===== config.mk =====
export PLATFORM = sky130hd
export DESIGN_NAME = tacc_config_ctrl
export DESIGN_NICKNAME = d
export VERILOG_FILES = /design/src/logic/tacc_config_ctrl.v /design/src/logic/tacc_alarm_cmp.v
export VERILOG_INCLUDE_DIRS = /design/src /design/src/pkg
export SDC_FILE = /design/constraint.sdc
export NUM_CORES = 1
export LEC_CHECK = 0
export BUFFER_PORTS_ARGS = -buffer_cell sky130_fd_sc_hd__buf_4
export CORE_UTILIZATION = 58
export DETAILED_ROUTE_END_ITERATION = 6
export GPL_TIMING_DRIVEN = 0
export HOLD_SLACK_MARGIN = 0.08
export PLACE_DENSITY = 0.84
export SLEW_MARGIN = 10
export SYNTH_ARGS = -nofsm -noshare
export SYNTH_HDL_FRONTEND = slang
export SYNTH_SLANG_ARGS = --single-unit

===== constraint.sdc =====
create_clock -name mclk -period 3.35 [get_ports mclk]
set_clock_uncertainty 0.15 [all_clocks]
set_input_delay 0.5025 -clock mclk [delete_from_list [all_inputs] [get_ports mclk]]
set_output_delay 0.5025 -clock mclk [all_outputs]
set_load 0.03 [all_outputs]

===== src/pkg/tacc_map.vh =====
`ifndef TACC_MAP_VH
`define TACC_MAP_VH

// Configuration register field positions
`define TACC_CFG_HYST_HI 10
`define TACC_CFG_HYST_LO 9
`define TACC_CFG_OFF 8
`define TACC_CFG_CLOCK 7
`define TACC_CFG_WLOCK 6
`define TACC_CFG_REL 5
`define TACC_CFG_FLAG 4
`define TACC_CFG_OE 3
`define TACC_CFG_CRIT 2
`define TACC_CFG_POL 1
`define TACC_CFG_MODE 0
`define TACC_CFG_RSVD_HI 15
`define TACC_CFG_RSVD_LO 11

// Power-on values
`define TACC_RST_HYST 2'h0
`define TACC_RST_BIT 1'b0
`define TACC_RST_WORD 16'h0000

// Hysteresis select codes
`define TACC_HYST_OFF 2'h0
`define TACC_HYST_1P5 2'h1
`define TACC_HYST_3P0 2'h2
`define TACC_HYST_6P0 2'h3

// Hysteresis amounts in temperature LSBs of 1/16 degree
`define TACC_HYST_AMT_OFF 13'h0000
`define TACC_HYST_AMT_1P5 13'h0018
`define TACC_HYST_AMT_3P0 13'h0030
`define TACC_HYST_AMT_6P0 13'h0060

// Temperature register status positions
`define TACC_TMP_CRIT 15
`define TACC_TMP_HIGH 14
`define TACC_TMP_LOW 13
`define TACC_TMP_VAL_HI 12

// Width of the temperature value and of the limits
`define TACC_TEMP_W 13

`endif


===== src/logic/tacc_config_ctrl.v =====
// Overview of operation
// - Hysteresis lowers every limit for falling temperature only; rising trips plainly.
// - Upper and critical comparator alarms hold until temperature falls below limit minus hysteresis.
// - Upper status bit 14 sets above upper limit, clears below limit minus hysteresis.
// - In comparator mode the alert pin release uses the same hysteresis thresholds as the status bits.
// - Either lock freezes hysteresis, sensor off, output enable, polarity and mode.
// - Bit 8 zero runs continuous conversion, one turns the sensor off.
// - Sensor off: no temperature updates, no alerts, alert pin released.
// - Bit 7 critical lock blocks critical trip register updates when set.
// - Critical lock cannot be cleared by software, only by power-on reset.
// - Bit 6 window lock blocks upper and lower trip register updates.
// - Window lock cannot be cleared by software, only by power-on reset.
// - Bit 5 release is write-only, reads zero; writing one frees interrupt alert.
// - Release writes are ignored in comparator mode.
// - Bit 4 reads one while the alert output is asserted by an alarm.
// - Asserted flag clears in sensor off; in comparator mode it resumes at once when on again.
// - Bit 3 zero keeps the alert pin quiet, one lets it assert.
// - Bit 2 zero: all alarms alert; one: only the critical alarm alerts.
// - Window lock alone freezes the critical-only field.
// - Bit 1 zero makes the alert active low, one active high.
// - Bit 0 zero selects comparator mode, one interrupt mode.
// - Bits 10:9 select hysteresis: off, 1.5, 3.0 or 6.0 degrees.
`timescale 1ns/1ps
`default_nettype none
`include "tacc_map.vh"

module tacc_config_ctrl #(
   parameter TW = `TACC_TEMP_W
) (
   input wire mclk,
   input wire arst_n,
   input wire cfg_wr,
   input wire [15:0] cfg_wdata,
   output reg [15:0] cfg_rdata,
   input wire temp_valid,
   input wire [TW-1:0] temp_sample,
   input wire [TW-1:0] upper_limit,
   input wire [TW-1:0] lower_limit,
   input wire [TW-1:0] crit_limit,
   output reg [15:0] temp_rdata,
   output wire conv_enable,
   input wire crit_trip_wr,
   output wire crit_trip_wr_ok,
   input wire window_trip_wr,
   output wire window_trip_wr_ok,
   input wire alert_i,
   output reg alert_o,
   output reg alert_oe_n
);

   // Hysteresis amount for a select code
   function [TW-1:0] hyst_amount;
      input [1:0] sel;
      begin
         case (sel)
            `TACC_HYST_1P5: hyst_amount = `TACC_HYST_AMT_1P5;
            `TACC_HYST_3P0: hyst_amount = `TACC_HYST_AMT_3P0;
            `TACC_HYST_6P0: hyst_amount = `TACC_HYST_AMT_6P0;
            default: hyst_amount = `TACC_HYST_AMT_OFF;
         endcase
      end
   endfunction

   reg rst_meta_q;
   reg rst_n_q;

   reg [1:0] hyst_sel_q;
   reg sensor_off_q;
   reg crit_lock_q;
   reg win_lock_q;
   reg alert_oe_q;
   reg crit_only_q;
   reg alert_pol_q;
   reg alert_mode_q;

   reg [1:0] hyst_sel_d;
   reg sensor_off_d;
   reg alert_oe_d;
   reg crit_only_d;
   reg alert_pol_d;
   reg alert_mode_d;

   reg [TW-1:0] temp_q;
   reg cond_prev_q;
   reg int_latch_q;
   reg int_latch_d;
   reg alert_flag_q;
   reg alert_flag_d;

   wire any_lock;
   wire sample;
   wire [TW-1:0] hyst_val;
   wire crit_alarm;
   wire high_alarm;
   wire low_alarm;
   wire alert_cond;
   wire alert_rise;
   wire release_req;
   wire alert_sync_unused;

   // Reset is released through two flops
   always @(posedge mclk or negedge arst_n)
   begin
      if (!arst_n)
      begin
         rst_meta_q <= 1'b0;
         rst_n_q <= 1'b0;
      end
      else
      begin
         rst_meta_q <= 1'b1;
         rst_n_q <= rst_meta_q;
      end
   end

   assign any_lock = crit_lock_q | win_lock_q;
   assign hyst_val = hyst_amount(hyst_sel_q);
   assign conv_enable = ~sensor_off_q;
   assign sample = temp_valid & ~sensor_off_q;
   assign alert_sync_unused = alert_i;

   // Trip register writes pass only while their lock is clear
   assign crit_trip_wr_ok = crit_trip_wr & ~crit_lock_q;
   assign window_trip_wr_ok = window_trip_wr & ~win_lock_q;

   // Field updates on a configuration write
   always @*
   begin
      hyst_sel_d = hyst_sel_q;
      sensor_off_d = sensor_off_q;
      alert_oe_d = alert_oe_q;
      crit_only_d = crit_only_q;
      alert_pol_d = alert_pol_q;
      alert_mode_d = alert_mode_q;
      if (cfg_wr && !any_lock)
      begin
         hyst_sel_d = cfg_wdata[`TACC_CFG_HYST_HI:`TACC_CFG_HYST_LO];
         sensor_off_d = cfg_wdata[`TACC_CFG_OFF];
         alert_oe_d = cfg_wdata[`TACC_CFG_OE];
         alert_pol_d = cfg_wdata[`TACC_CFG_POL];
         alert_mode_d = cfg_wdata[`TACC_CFG_MODE];
      end
      if (cfg_wr && !win_lock_q)
         crit_only_d = cfg_wdata[`TACC_CFG_CRIT];
   end

   always @(posedge mclk or negedge rst_n_q)
   begin
      if (!rst_n_q)
      begin
         hyst_sel_q <= `TACC_RST_HYST;
         sensor_off_q <= `TACC_RST_BIT;
         alert_oe_q <= `TACC_RST_BIT;
         crit_only_q <= `TACC_RST_BIT;
         alert_pol_q <= `TACC_RST_BIT;
         alert_mode_q <= `TACC_RST_BIT;
      end
      else
      begin
         hyst_sel_q <= hyst_sel_d;
         sensor_off_q <= sensor_off_d;
         alert_oe_q <= alert_oe_d;
         crit_only_q <= crit_only_d;
         alert_pol_q <= alert_pol_d;
         alert_mode_q <= alert_mode_d;
      end
   end

   // Locks only ever set; only the power-on reset clears them
   always @(posedge mclk or negedge rst_n_q)
   begin
      if (!rst_n_q)
      begin
         crit_lock_q <= `TACC_RST_BIT;
         win_lock_q <= `TACC_RST_BIT;
      end
      else if (cfg_wr)
      begin
         crit_lock_q <= crit_lock_q | cfg_wdata[`TACC_CFG_CLOCK];
         win_lock_q <= win_lock_q | cfg_wdata[`TACC_CFG_WLOCK];
      end
   end

   // Temperature data frozen while the sensor is off
   always @(posedge mclk or negedge rst_n_q)
   begin
      if (!rst_n_q)
         temp_q <= {TW{1'b0}};
      else if (sample)
         temp_q <= temp_sample;
   end

   tacc_alarm_cmp #(
      .W(TW),
      .LOWER(0)
   ) u_crit (
      .clk(mclk),
      .rst_n(rst_n_q),
      .sample(sample),
      .temp(temp_sample),
      .limit(crit_limit),
      .hyst(hyst_val),
      .alarm_q(crit_alarm)
   );

   // Upper alarm also drives temperature status bit 14
   tacc_alarm_cmp #(
      .W(TW),
      .LOWER(0)
   ) u_high (
      .clk(mclk),
      .rst_n(rst_n_q),
      .sample(sample),
      .temp(temp_sample),
      .limit(upper_limit),
      .hyst(hyst_val),
      .alarm_q(high_alarm)
   );

   tacc_alarm_cmp #(
      .W(TW),
      .LOWER(1)
   ) u_low (
      .clk(mclk),
      .rst_n(rst_n_q),
      .sample(sample),
      .temp(temp_sample),
      .limit(lower_limit),
      .hyst(hyst_val),
      .alarm_q(low_alarm)
   );

   // Alert source from the same hysteresis-qualified alarms as the status bits
   assign alert_cond = crit_only_q ? crit_alarm
                     : (crit_alarm | high_alarm | low_alarm);

   assign alert_rise = alert_cond & ~cond_prev_q;

   // Release honoured only in interrupt mode
   assign release_req = cfg_wr & cfg_wdata[`TACC_CFG_REL] & alert_mode_q;

   always @(posedge mclk or negedge rst_n_q)
   begin
      if (!rst_n_q)
         cond_prev_q <= 1'b0;
      else
         cond_prev_q <= alert_cond;
   end

   // Interrupt latch: a new alarm edge beats a release in the same cycle
   always @*
   begin
      int_latch_d = int_latch_q;
      if (sensor_off_q || !alert_oe_q || !alert_mode_q)
         int_latch_d = 1'b0;
      else if (alert_rise)
         int_latch_d = 1'b1;
      else if (release_req)
         int_latch_d = 1'b0;
   end

   always @(posedge mclk or negedge rst_n_q)
   begin
      if (!rst_n_q)
         int_latch_q <= 1'b0;
      else
         int_latch_q <= int_latch_d;
   end

   // Asserted flag, cleared while the sensor is off
   always @*
   begin
      alert_flag_d = 1'b0;
      if (!sensor_off_q && alert_oe_q)
      begin
         if (alert_mode_q)
            alert_flag_d = int_latch_q;
         else
            alert_flag_d = alert_cond;
      end
   end

   always @(posedge mclk or negedge rst_n_q)
   begin
      if (!rst_n_q)
         alert_flag_q <= `TACC_RST_BIT;
      else
         alert_flag_q <= alert_flag_d;
   end

   // Pin is driven only while asserted; otherwise the pull-up sets the level
   always @(posedge mclk or negedge rst_n_q)
   begin
      if (!rst_n_q)
      begin
         alert_o <= 1'b0;
         alert_oe_n <= 1'b1;
      end
      else
      begin
         alert_o <= alert_pol_d;
         alert_oe_n <= ~alert_flag_d;
      end
   end

   // Register read images; reserved and release bits read zero
   always @(posedge mclk or negedge rst_n_q)
   begin
      if (!rst_n_q)
      begin
         cfg_rdata <= `TACC_RST_WORD;
         temp_rdata <= `TACC_RST_WORD;
      end
      else
      begin
         cfg_rdata <= {5'h00, hyst_sel_q, sensor_off_q, crit_lock_q, win_lock_q,
                       1'b0, alert_flag_q, alert_oe_q, crit_only_q, alert_pol_q,
                       alert_mode_q};
         temp_rdata <= {crit_alarm, high_alarm, low_alarm, temp_q};
      end
   end

endmodule // tacc_config_ctrl

`default_nettype wire


===== src/logic/tacc_alarm_cmp.v =====
`timescale 1ns/1ps
`default_nettype none

module tacc_alarm_cmp #(
   parameter W = 13,
   parameter LOWER = 0
) (
   input wire clk,
   input wire rst_n,
   input wire sample,
   input wire [W-1:0] temp,
   input wire [W-1:0] limit,
   input wire [W-1:0] hyst,
   output reg alarm_q
);

   wire signed [W:0] temp_s;
   wire signed [W:0] limit_s;
   wire signed [W:0] hyst_s;
   wire signed [W:0] release_s;
   reg alarm_d;

   assign temp_s = {temp[W-1], temp};
   assign limit_s = {limit[W-1], limit};
   assign hyst_s = {1'b0, hyst};
   // Hysteresis only lowers the threshold seen by falling temperature
   assign release_s = limit_s - hyst_s;

   always @*
   begin
      alarm_d = alarm_q;
      if (sample)
      begin
         if (LOWER != 0)
         begin
            // Entered by falling below limit minus hysteresis, left at the limit
            if (!alarm_q && (temp_s < release_s))
               alarm_d = 1'b1;
            else if (alarm_q && (temp_s >= limit_s))
               alarm_d = 1'b0;
         end
         else
         begin
            // Set above the plain limit, held until below limit minus hysteresis
            if (!alarm_q && (temp_s > limit_s))
               alarm_d = 1'b1;
            else if (alarm_q && (temp_s < release_s))
               alarm_d = 1'b0;
         end
      end
   end

   always @(posedge clk or negedge rst_n)
   begin
      if (!rst_n)
         alarm_q <= 1'b0;
      else
         alarm_q <= alarm_d;
   end

endmodule // tacc_alarm_cmp

`default_nettype wire


After elaboration in Yosys (flattened, before gate mapping)
Index checks and enable logic that the tools add are counted.

Register bits after elaboration: 57. Output and inout bits: 37.

$add $sub $neg: 3. $lt $le $gt $ge: 6. Equal/unequal tests: 3. Multiplexer cells: 13. Bitwise operators: 16. Reduce and logical (&&, ||, !) cells: 26.

Operators by type and width (number): $lt A13 B14 Y1 (3); $sub A13 B8 Y14 (3); $gt A13 B13 Y1 (2); $pmux W7 S3 (1); $ge A13 B13 Y1 (1); $mux W1 (12); $logic_and A1 B1 Y1 (9); $logic_not A1 Y1 (8); $and A1 B1 Y1 (6); $reduce_and A2 Y1 (3); $reduce_bool A2 Y1 (3); $not A1 Y1 (5); $or A1 B1 Y1 (5); $eq A2 B2 Y1 const B (2); $reduce_bool A3 Y1 (1); $eq A2 B1 Y1 const B (1); $logic_or A1 B1 Y1 (2).

Longest topological paths before layout
Gate-level depths: netlist of run 1.

Depth after elaboration: 7. Mapped depth: 18. Depth with buffers taken out: 18.

Hierarchy
Synthesis of run 1 repeated with hierarchy kept, for this count alone.

Cells, all modules: 672. Area total of the unflattened synthesis: 6078.3 um^2.

Modules (own cells, without submodules): tacc_config_ctrl (times used 1, cells an instance 110, area each 1915.6 um^2, seq. area each 1352.5 um^2); tacc_alarm_cmp at u_low (times used 1, cells an instance 196, area each 1436.4 um^2, seq. area each 25.0 um^2); tacc_alarm_cmp at u_crit (times used 1, cells an instance 188, area each 1405.1 um^2, seq. area each 25.0 um^2); tacc_alarm_cmp at u_high (times used 1, cells an instance 178, area each 1321.3 um^2, seq. area each 25.0 um^2).

Worst setup path before layout of run 1
Ideal clock, no wire load.

Path kind: register -> register. Start point: register hyst_sel_q[0]. End point: register u_crit.alarm_q. Arrival: 3.354 ns. Setup slack: -0.254 ns. Stages on the path, launching flop included: 16. Buffers on the path: 0. Cells stage by stage: dfrtp_1 inv_1 ha_1 fa_1 a21o_1 a21oi_1 nand2_1 nor3_1 xnor2_1 ha_1 a21oi_2 o21ai_1 a311o_1 a41oi_2 mux2i_1 a311oi_1.

Longest elaborated chain between the ends: 7. Elaborated cells on any way between the ends: 9. Classes of those cells: add/sub (1); order compare (1); eq/ne (3); mux (1); reduce/logical (3).

RTL lines: start, declared (RTL line tacc_config_ctrl.v:67) `reg [1:0] hyst_sel_q;`; start signal, assigned (RTL line tacc_config_ctrl.v:151) `` hyst_sel_q <= `TACC_RST_HYST; ``; start signal, assigned (RTL line tacc_config_ctrl.v:160) `hyst_sel_q <= hyst_sel_d;`; $eq A2 B2 Y1 or $eq A2 B1 Y1 (tied branches) (RTL line tacc_config_ctrl.v:55) `case (sel)`; $pmux W7 S3 * (RTL line tacc_config_ctrl.v:55); $sub A13 B8 Y14 * (RTL line tacc_alarm_cmp.v:27) `assign release_s = limit_s - hyst_s;`; $lt A13 B14 Y1 * (RTL line tacc_alarm_cmp.v:47) `else if (alarm_q && (temp_s < release_s))`; $logic_and A1 B1 Y1 * (RTL line tacc_alarm_cmp.v:47); $reduce_bool A2 Y1 (no line) *; $reduce_and A2 Y1 (no line) *; end signal, assigned (RTL line tacc_alarm_cmp.v:58) `alarm_q <= alarm_d;`; end, declared (RTL line tacc_alarm_cmp.v:14) `output reg alarm_q`.

Mark *: on every way between the ends. The rest lies on a longest branch, timed or not. A chain may end at the register's enable or synchronous reset.

Final worst setup path of run 1
Ends and elaborated chain as after synthesis.

==> summary.md, run 1 <==
Counting the fill cells in the layout gives 494. The number of clock sinks came out at 57. The most numerous cell type found on the critical path is ha_1.

Walking the worst path, the cells encountered are inv_2 > ha_4 > ha_1 > nor2b_1 > o21a_1 > o21ai_1 > nand3b_1 > nor4_2 > xnor2_1 > ha_1 > nand4_1 > nor3_1 > a311o_1 > a41oi_2 > mux2i_2 > a311oi_1. In this run, CTS created clock tree buffers numbering 9. The number of placement rows is 31, and the fraction of registers with async set/reset is 100.0%. The overall fraction of global-route tracks in use is 29.71%. The die is 88.46 um wide. The global-route wire length before repair was 17,380 um; the total number of yosys warnings was 0. In this run the power density over the cells is 511.3 mW/mm^2. STA puts the critical path data arrival time at 3.69 ns. The count of antenna-violating nets left after detailed routing is 0. TritonCTS built the clock tree. Of all nets on the critical path, the largest fanout is 5. The H-tree depth was 3. Among all cell types in the netlist, the one instantiated most often is ha_1. Setup repair after global routing could not meet its margin everywhere. The worst setup path is of the flop to flop kind. Across all layers, the routed design uses 3,838 vias. The starting density of the core was 59.77%; the area growth from synthesis to final layout was 31.11%.

The detailed-route wire length on metal 1 is 4522 um. The I/O pin count is 112, and the number of max-slew violations in the final report is 0. The most used flip-flop cell after synthesis is dfrtp_1. Entering global routing, the biggest net connects 41 pins. The critical-path cell with the highest stage delay was dfrtp_2.

The top achievable clock speed is 272.3 MHz, and the DRC violation total after the first TritonRoute iteration is 175. Detailed placement finished with a half-perimeter wire length of 8501 um. The path class of the lowest-slack min-delay path was flop to asynchronous set/reset pin. The worst slew margin relative to its limit was 55.73%. Hold is met by 0.1053 ns. Input and output buffers added on the ports amount to 98. The checks that failed: negative setup slack.

The critical path data required time was 3.37 ns; the post-layout net count was 751. The type of origin of the critical path is a flop. The synthesized netlist contains 55 unique library cells. The first detailed-routing pass ran for 4 iterations.

Measured along the y axis, the die boundary spans 88.46 um. The tools report the nature of the critical path endpoint as a flop. The flow ran to the end, but the final reports show violations. Of all cell types, the one taking the most synthesized area is dfrtp_1. Setup violations remaining at the end of the flow were counted as 3. The share of final-layout standard cells stronger than drive strength 1 was 28.93%; the count of unresolved DRC violations after routing was 0. The logs give 0.33 ns for the insertion delay of the later-clocked pin in the worst-skew pair and 32.93% for the post-synthesis sequential area ratio. The region available for standard cell placement spans 0.007253 mm^2. The clock passes through at most 2 buffers.

In the final routed layout, each cell accounts on average for 15.98 um. For this design the static power due to leakage is 2.928 nW. The placed instances occupy a cell area of 0.005284 mm^2. Once layout is done, the placed cells without fillers occupy 0.005684 mm^2. The initial antenna violation count is 0. Dividing the detail-routed via count by the number of cells gives 5.562. The mapped netlist covers 0.004335 mm^2. Across the VDD grid, the largest voltage drop is 0.2154 mV.

The via count of the first global-routing pass is 3,777, and the worst setup margin is -0.3230 ns. Counting instances in the post-synthesis netlist gives the leading cell types as ha_1, nand2_1, dfrtp_1, inv_1, nor2_1. Max-cap violations in this run came to 0.

The routed design uses 621 um of met3 wire. In the post-synthesis netlist, the biggest area contributors are dfrtp_1, ha_1, nand2_1. The slew of the pin with the lowest slew margin is 0.6618 ns.

The wire length reported by the detailed router is 11,030 um, and the met2 layer wire length in the routed design is 5511 um. The minimum period implied by the final worst setup slack was 3.673 ns. The run gives 460 as the post-synthesis cell count. Overflow left after global routing: 0. Number of synthesized register bits: 57. The master cell of the clock root buffer was clkbuf_8. The average footprint of a synthesized cell came out at 9.425 um^2. The congestion estimate from routability-driven global placement came to 0.8340.

The worst path uses 109.6% of the clock period. The number of antenna diodes in the final layout is 0. After clock tree synthesis, the clock-pin slew on the worst setup and hold paths is 0.07 ns. The maximum cell stage delay along the critical path was 0.43 ns; the floorplan die area was 0.007824 mm^2. After synthesis, the largest area contributor takes up 32.32% of total cell area.

After detailed routing, no signal wire sits above met4. The tools report the final-report hold violation count as 0. In this run, synthesis inferred 0 flip-flops with an integrated enable.
==> worst max-delay path: cells and delay by family (launching register included) <==
| kind | cells | cell delay [ns] |
|---|---|---|
| compound gates | 5 | 1.00 |
| xor+xnor | 1 | 0.19 |
| fa+ha+maj | 3 | 0.79 |
| buf+inv | 1 | 0.08 |
| flops | 1 | 0.43 |
| mux | 1 | 0.28 |
| simple gates | 5 | 0.60 |
==> what timing repair did <==
| action | 4_1_cts | 5_1_grt |
|---|---|---|
| pin swaps | 7 | 8 |
| buffers inserted | 6 | 3 |
| resized for setup | 23 | 7 |
| hold buffers | 2 | 0 |
| hold endpoints to repair | 17 | 0 |
| setup endpoints to repair | 3 | 3 |
==> path summary, 6_finish.rpt <==
check | startpoint | to | slack (ns) | cells past startpoint
setup / recovery | hyst_sel_q[0] | u_crit.alarm_q | -0.32 | 16
hold / removal | rst_n_q | alert_flag_q | 0.11 | 1
setup reg to reg | hyst_sel_q[0] | u_crit.alarm_q | -0.32 | 16
hold reg to reg | rst_n_q | alert_flag_q | 0.11 | 1
max in group asynchronous | rst_n_q | temp_q[3] | 1.88 | 1
min in group mclk | alert_flag_q | cfg_rdata[4] | 0.21 | 0
==> area by class of cell <==
class                   count  area (um^2)  area share, %
multi-input cells         343         2805          49.35
flip-flops and latches     57         1431          25.18
repair buffers            110        850.8          14.97
inverters                  56        210.2          3.698
clock buffers              12        155.1          2.729
well taps                  99        123.9          2.179
plain buffers               9        56.30         0.9905
clock inverters             4        51.30         0.9025
==> placed cells by master, fill, tap and decap left out, types with 3 or more instances in the layout <==
cell type	Yosys	layout
nor3_1	8	4
nand3_1	7	6
nor2_1	23	21
a21o_1	12	12
clkbuf_1	3	4
conb_1	2	7
ha_1	87	84
inv_2	0	3
nor2b_1	10	9
nor4_1	4	3
ha_4	0	3
mux2_2	4	4
fa_2	0	3
a21oi_2	2	7
a211oi_1	4	4
xnor2_1	21	21
o21ai_1	2	3
and4_1	4	4
inv_1	56	53
dfrtp_2	0	3
buf_4	6	111
clkbuf_8	0	11
nand4_1	10	10
a21oi_1	22	17
o21ai_0	13	11
a221oi_1	4	4
dfrtp_1	56	53
nand2_1	57	55
==> cell families after synthesis <==
| family | Yosys count | share of synthesized area (%) |
|---|---|---|
| muxes | 6 | 1.501 |
| DFF | 57 | 32.93 |
| other | 2 | 0.1732 |
| buffers and inverters | 65 | 6.147 |
| adders and majority gates | 90 | 26.49 |
| AOI/OAI and AO/OA | 81 | 12.79 |
| and+or+nand+nor | 137 | 15.53 |
| xor gates and xnor gates | 22 | 4.445 |
==> sequential cells by signal, indices dropped and copies added (netlist names), 2 cells and up <==
| register | flops |
|---|---|
| temp_rdata | 16 |
| temp_q | 13 |
| cfg_rdata | 10 |
| hyst_sel_q | 2 |
==> stage by stage <==
step                      utilization (%)  total power (W)  worst slack, ns  TNS [ns]  std cells
after floorplan                         -         0.001727         -0.03288  -0.04595        465
after global placement              72.55         0.002088          -0.4312    -1.173        662
after detailed placement            72.85         0.002155          -0.5594    -1.427        663
after CTS                           77.66         0.002874          -0.3040   -0.7382        687
after global routing                78.37         0.003098          -0.5228    -1.417        690
final                               78.37         0.002906          -0.3230   -0.7516        690
==> where the power goes <==
group          total, W  leakage, nW  internal, W  switching [W]
Clock          0.000646        0.103     0.000384       0.000262
Sequential     0.000939        0.676     0.000848      0.0000907
Combinational   0.00132         2.15     0.000575       0.000746
==> per-layer routing <==
metal	vias up	global-route usage (%)
li1	1854	-
met1	1822	36.15
met3	29	4.291
met5	-	0
met2	133	51.47
met4	0	14.81
Power figures use the tool's default switching activity.
==> run 2, diff against run 1 <==
Settings changed: CTS_BUF_LIST set to sky130_fd_sc_hd__clkbuf_16.
==> summary.md, run 2 (synthesized netlist as in run 1, its figures left out) <==
The first global-routing pass estimated 18,140 um of wire. Final weighted congestion in routability-driven placement: 0.8340. The overflow left after global routing came out at 0. The run gives 57 as the number of clock sinks. Largest register by flop count: temp_rdata. The finished layout holds 694 standard cells, fillers aside. The arrival time reported for the critical path endpoint is 3.75 ns.

On the critical path, the stage with the largest delay is an instance of dfrtp_2. Wires add up to 11,460 um. Along the worst path, the maximum fanout reaches 5. The chip width is 88.46 um. The final-report hold violation count was 0. Clock-pin slew was measured on the worst setup and hold paths at 0.05 ns. Clock latency on the worst-skew pair, taken at its later pin, is 0.32 ns.

Row generation in the floorplan step produced 31 rows. After layout, the worst path uses 111.6% of the clock period. The sequential cells in the finished layout cover a total of 0.001431 mm^2. The maximum VDD drop is 0.3609 mV, and the fill cell instance count of the final layout is 468.

In this run the standard cell core region covers 0.007253 mm^2. The tools report the master cell of the clock root buffer as clkbuf_16. The flow ran to the end, but the final reports show violations. For the finished layout, the period the worst path requires is 3.738 ns. Setup repair after global routing could not meet its margin everywhere.

TritonCTS built the clock tree. The instance count after placement with tap cells included is 663. The library cell used most frequently in the layout, excluding fill and tap cells, is buf_4. The number of buffers on the longest clock path came out at 2. The number of max-slew violations in the final report was 0.

The tools report the worst setup margin as -0.3880 ns. The number of clock buffers added by TritonCTS is 9. Summing over every cut layer, the via total after detailed routing is 3,889. The register with the most flip-flops in the layout has 16 of them. The post-layout net count is 755, and the overall fraction of global-route tracks in use is 31.03%. For the pin with the worst max-slew slack, the measured transition is 0.6898 ns. The floorplan die area came out at 0.007824 mm^2. The run gives 267.5 MHz as the top achievable clock speed. Entering global routing, the biggest net connects 41 pins. The tools report the initial antenna violation count as 0. The via count of the first global-routing pass is 3,922. The type of origin of the critical path is a flop.

Summed over all nets, the half-perimeter wirelength after detailed placement is 8501 um. The share of final-layout standard cells stronger than drive strength 1 works out to 29.08%. The pre-antenna-repair detailed-routing pass consisted of 4 iterations.

The checks that failed: negative setup slack. Nature of the critical path endpoint: a flop. The count of unresolved DRC violations after routing is 0. The critical path is of the flop to flop type. Traced cell by cell, the critical path runs through ha_4 > buf_6 > fa_2 > a21o_1 > a21oi_2 > nand2_2 > nor3_4 > xnor2_1 > ha_1 > a21oi_2 > o21ai_1 > a311o_1 > a41oi_2 > mux2i_2 > a311oi_1. The min-delay analysis places its worst path in the category flop to asynchronous set/reset pin. Data on the critical path is required at its endpoint by 3.36 ns. Most common cell type on the critical path: a21oi_2.

The power per unit of standard cell area is 540.0 mW/mm^2. The DRC violation total after the first TritonRoute iteration was 180; the die span in y was 88.46 um. In this run the tool buffered the top-level ports with 98 buffer cells. The pre-CTS worst setup slack is -0.5594 ns, and the average wire length per cell after detail routing is 16.51 um. In this run the number of H-tree levels came out at 3. The multi-input gate area in the final layout is 0.002815 mm^2, and the maximum cell stage delay along the critical path is 0.44 ns. Setup violations remaining at the end of the flow were counted as 3.

The area growth from synthesis to layout is 33.82%. For this configuration, the core starts out at a cell density of 59.77%. The repair_antennas step left the layout with diodes totalling 0.

In the layout the commonest cells are buf_4, ha_1, nand2_1, inv_1, dfrtp_1. 112 I/O pins were placed. The largest registers in the layout are temp_rdata (16), temp_q (13), cfg_rdata (10).

The detail route stage leaves a number of antenna-violating nets equal to 0. In the routed layout, each cell is associated on average with a via count of 5.604. The tool flagged a number of max-cap violations equal to 0. The worst pin sits at a relative slew slack of 53.86%. Leakage power: 2.988 nW.
## run 2: cell count changes in the layout (fill, tap and decap cells not counted), moves of 2 or more
cell | previous run | this run
clkbuf_8 | 11 | 0
buf_4 | 111 | 116
clkbuf_16 | 0 | 9
clkinv_1 | 0 | 2
## run 2: layout make-up
type	count	area share [%]
flip-flops and latches	57	24.67
inverters	56	3.623
repair buffers	114	15.12
clock buffers	9	3.882
well taps	99	2.135
plain buffers	9	0.9705
multi-input cells	343	48.52
clock inverters	7	1.078
## run 2: path summary, 6_finish.rpt
path,slack [ns],cells past startpoint,to,start
setup / recovery,-0.39,15,u_crit.alarm_q,hyst_sel_q[1]
hold reg to reg,0.11,1,temp_rdata[3],rst_n_q
setup reg to reg,-0.39,15,u_crit.alarm_q,hyst_sel_q[1]
max in group asynchronous,1.85,1,temp_rdata[7],rst_n_q
hold / removal,0.11,1,temp_rdata[3],rst_n_q
min in group mclk,0.22,0,temp_rdata[5],temp_q[5]
## run 2: metrics by stage
stage | total power (W) | util (%) | setup TNS [ns] | hold WS, ns | instance area (um^2)
after floorplan | 0.001727 | - | -0.04595 | 0.05691 | 4403
after global placement | 0.002088 | 72.55 | -1.173 | 0.1347 | 5263
after detailed placement | 0.002155 | 72.85 | -1.427 | 0.04146 | 5284
after CTS | 0.003100 | 79.20 | -0.5910 | 0.1172 | 5744
after global routing | 0.003318 | 79.99 | -1.442 | 0.1347 | 5802
final | 0.003133 | 79.99 | -0.8305 | 0.1065 | 5802
## run 2: per-layer routing
layer  track usage, %  routed length (um)
met1            37.54                4714
met5                0                   0
met2            54.27                5666
met4            17.16                 427
met3            3.078                 654
## run 2: worst max-delay path, delay by kind of cell (launching register included)
family / cells / cell delay (ns)
AO/OA/AOI/OAI: 7 / 1.23
XOR/XNOR: 1 / 0.11
adder cells (fa/ha/maj): 3 / 0.98
buffers and inverters: 1 / 0.12
flip-flops: 1 / 0.44
multiplexers: 1 / 0.29
AND/OR/NAND/NOR: 2 / 0.25
## run 2: report_power, final
part	total [W]	internal (W)	leakage, nW	switching, W
registers	0.000944	0.000850	0.676	0.0000940
clock network	0.000866	0.000566	0.142	0.000301
logic	0.00132	0.000575	2.17	0.000747
## run 2: what timing repair did
action	in CTS	in global routing
pin swaps	19	14
hold endpoints to repair	17	0
setup buffers	10	3
gates resized for setup	22	8
setup endpoints to repair	3	3
hold buffers	2	0
==> run 3, diff against run 2 <==
Settings changed: CORE_UTILIZATION 58 to 49, PLACE_DENSITY 0.84 to 0.76.
Clock period 3.35 ns to 3.05 ns, I/O delays scaled along.
==> summary.md, run 3 (synthesized netlist as in run 1, its figures left out) <==
Once placement finished, the instance area stood at 0.005301 mm^2. After the last flow step, the layout net total stands at 752. From synthesis to final layout, the design area changed by 33.13%. The fill cell instance count of the final layout came out at 666. The library cell used most frequently in the layout, excluding fill and tap cells, is buf_4. The register with the most flip-flops in the layout has 16 of them.

In this design, the stage delay of the slowest critical-path cell is 0.44 ns. The tool flagged a number of max-cap violations equal to 0. The via total after detailed routing is 3,770, and the highest net fanout along the worst path is 5. The congestion estimate from routability-driven global placement came to 0.8592. After layout, the worst path uses 119.6% of the clock period.

The smallest clock period supported by the final layout is computed as 3.648 ns. The DRC violation total after the first TritonRoute iteration is 124. The first global-routing pass estimated 17,330 um of wire. After floorplanning, the core was divided into 33 placement rows. The run gives 9 as the number of buffers created by CTS.

The region available for standard cell placement spans 0.008382 mm^2. Nature of the critical path endpoint: a flop. Once detail routing completed, the nets flagged for antenna violations numbered 0. Largest register by flop count: temp_rdata. The worst pin sits at a relative slew slack of 58.57%. The tools report the number of buffers on the longest clock path as 2. Path class of the lowest-slack min-delay path: flop to asynchronous set/reset pin. Average wire length per cell after detail routing: 15.87 um.

The logs give 0.002799 mm^2 for the multi-input gate area in the final layout and 3 for the H-tree depth. Walking the worst path, the cells encountered are inv_2 > ha_4 > ha_1 > nor2b_1 > o21ai_2 > a21oi_2 > or4_4 > nor4_4 > xnor2_1 > ha_1 > nand4_1 > nor3_2 > a221oi_1 > o21ai_1 > o211ai_1 > o31ai_1. The floorplan die area is 0.009228 mm^2, and the die span in y is 96.06 um.

Wires add up to 11,060 um. The logs give 0 for the initial antenna violation count and 57 for the number of clock sinks. The final reports fail on negative setup slack. In this run the tool buffered the top-level ports with 98 buffer cells. The number of max-slew violations in the final report was 0; the I/O pin count was 112. At the pin with the least slew margin, the transition time is 0.6201 ns.

The first TritonRoute pass finished after 4 iterations. The design draws 0.003422 W. Global routing consumed, over all layers together, 25.02% of the routing resources. TritonCTS built the clock tree. Summed over all nets, the half-perimeter wirelength after detailed placement is 8559 um. The register area is 0.001431 mm^2.

Leaving out fill and tap cells, the most frequent cells in the layout are buf_4, ha_1, nand2_1, inv_1, dfrtp_1. The run gives 38 as the maximum number of pins on one net before global-route repair. The total overflow left after global routing is 0. Based on the critical path, the design can be clocked at up to 274.1 MHz.

Critical path data required time: 3.09 ns. The largest registers in the layout are temp_rdata (16), temp_q (13), cfg_rdata (10). The power per unit of standard cell area came out at 593.0 mW/mm^2.

The run gives 0.32 ns as the insertion delay of the later-clocked pin in the worst-skew pair. The number of antenna diodes in the final layout is 0. The tools report the type of origin of the critical path as a flop. Setup repair after global routing could not meet its margin everywhere. The via count of the first global-routing pass came out at 3,674. The type of the setup path with the least slack is flop to flop. The tree is rooted in a clkbuf_16. The cell that appears most often on the critical path is ha_1.

The share of final-layout standard cells stronger than drive strength 1 was 28.89%. Setup violations remaining at the end of the flow were counted as 3. After routing the design area is 0.005772 mm^2. On the final layout, the worst hold slack is 0.06867 ns.

Critical-path cell with the highest stage delay: dfrtp_2. The flow ran to the end, but the final reports show violations. After clock tree synthesis, the clock-pin slew on the worst setup and hold paths is 0.05 ns. Maximum VDD drop: 0.3381 mV. For this run, design rule violations remaining after detail routing come to 0. Measured along the x axis, the die boundary spans 96.06 um. The worst setup margin is -0.5978 ns, and the arrival time reported for the critical path endpoint is 3.69 ns. The initial utilization of the core area, before any placement, comes to 51.72%.

In this run the static leakage power is 2.971 nW. The final-report hold violation count came out at 0. After detailed routing, the number of vias per cell comes to 5.409.
==> run 3: cell count changes in the layout (fill, tap and decap cells not counted), sizes merged <==
cell,previous run,this run
buf,118,116
dlygate4sd3,2,1
==> run 3: critical path, delay by kind of cell (launching register included) <==
family | cells | cell delay (ns)
adder cells (fa/ha/maj) | 3 | 0.76
flip-flops | 1 | 0.44
XOR/XNOR | 1 | 0.16
AND/OR/NAND/NOR | 5 | 1.04
AO/OA/AOI/OAI | 6 | 0.87
buffers and inverters | 1 | 0.09
==> run 3: area by class of cell <==
cell class | count | area share, %
plain buffers | 9 | 0.9755
well taps | 105 | 2.276
multi-input cells | 343 | 48.49
repair buffers | 111 | 14.70
clock inverters | 7 | 1.214
flip-flops and latches | 57 | 24.80
inverters | 56 | 3.642
clock buffers | 9 | 3.902
==> run 3: worst paths after layout <==
path | from | endpoint | slack [ns] | cells past startpoint
max | hyst_sel_q[0] | u_high.alarm_q | -0.60 | 16
min | rst_n_q | cfg_rdata[4] | 0.07 | 0
max reg2reg | hyst_sel_q[0] | u_high.alarm_q | -0.60 | 16
min reg2reg | rst_n_q | cfg_rdata[4] | 0.07 | 0
max in group asynchronous | rst_n_q | alert_oe_n | 2.09 | 1
min in group mclk | alert_flag_q | cfg_rdata[4] | 0.19 | 0
==> run 3: power by group <==
group / internal [W] / switching (W)
combinational: 0.000621 / 0.000797
sequential: 0.000934 / 0.000110
clock: 0.000630 / 0.000331
total: 0.00218 / 0.00124
==> run 3: stage by stage <==
step | instances | setup WS [ns] | util (%) | TNS (ns)
after floorplan | 465 | -0.3329 | - | -0.7396
after global placement | 668 | -0.7117 | 62.99 | -1.862
after detailed placement | 669 | -0.7741 | 63.25 | -2.029
after CTS | 694 | -0.5509 | 68.44 | -1.622
after global routing | 697 | -0.7707 | 68.86 | -2.122
final | 697 | -0.5978 | 68.86 | -1.651
==> run 3: per-layer routing <==
layer,part of all wire [%],track usage [%]
met1,44,31.53
met2,48,42.97
met3,4.7,3.397
met4,2.9,10.20
met5,0,0
==> run 3: timing repair <==
action                     4_1_cts  5_1_grt
hold endpoints to repair         2        0
pin swaps                       15        6
setup endpoints to repair        3        3
resized for setup               19        3
setup buffers                    8        3
hold buffers                     1        0
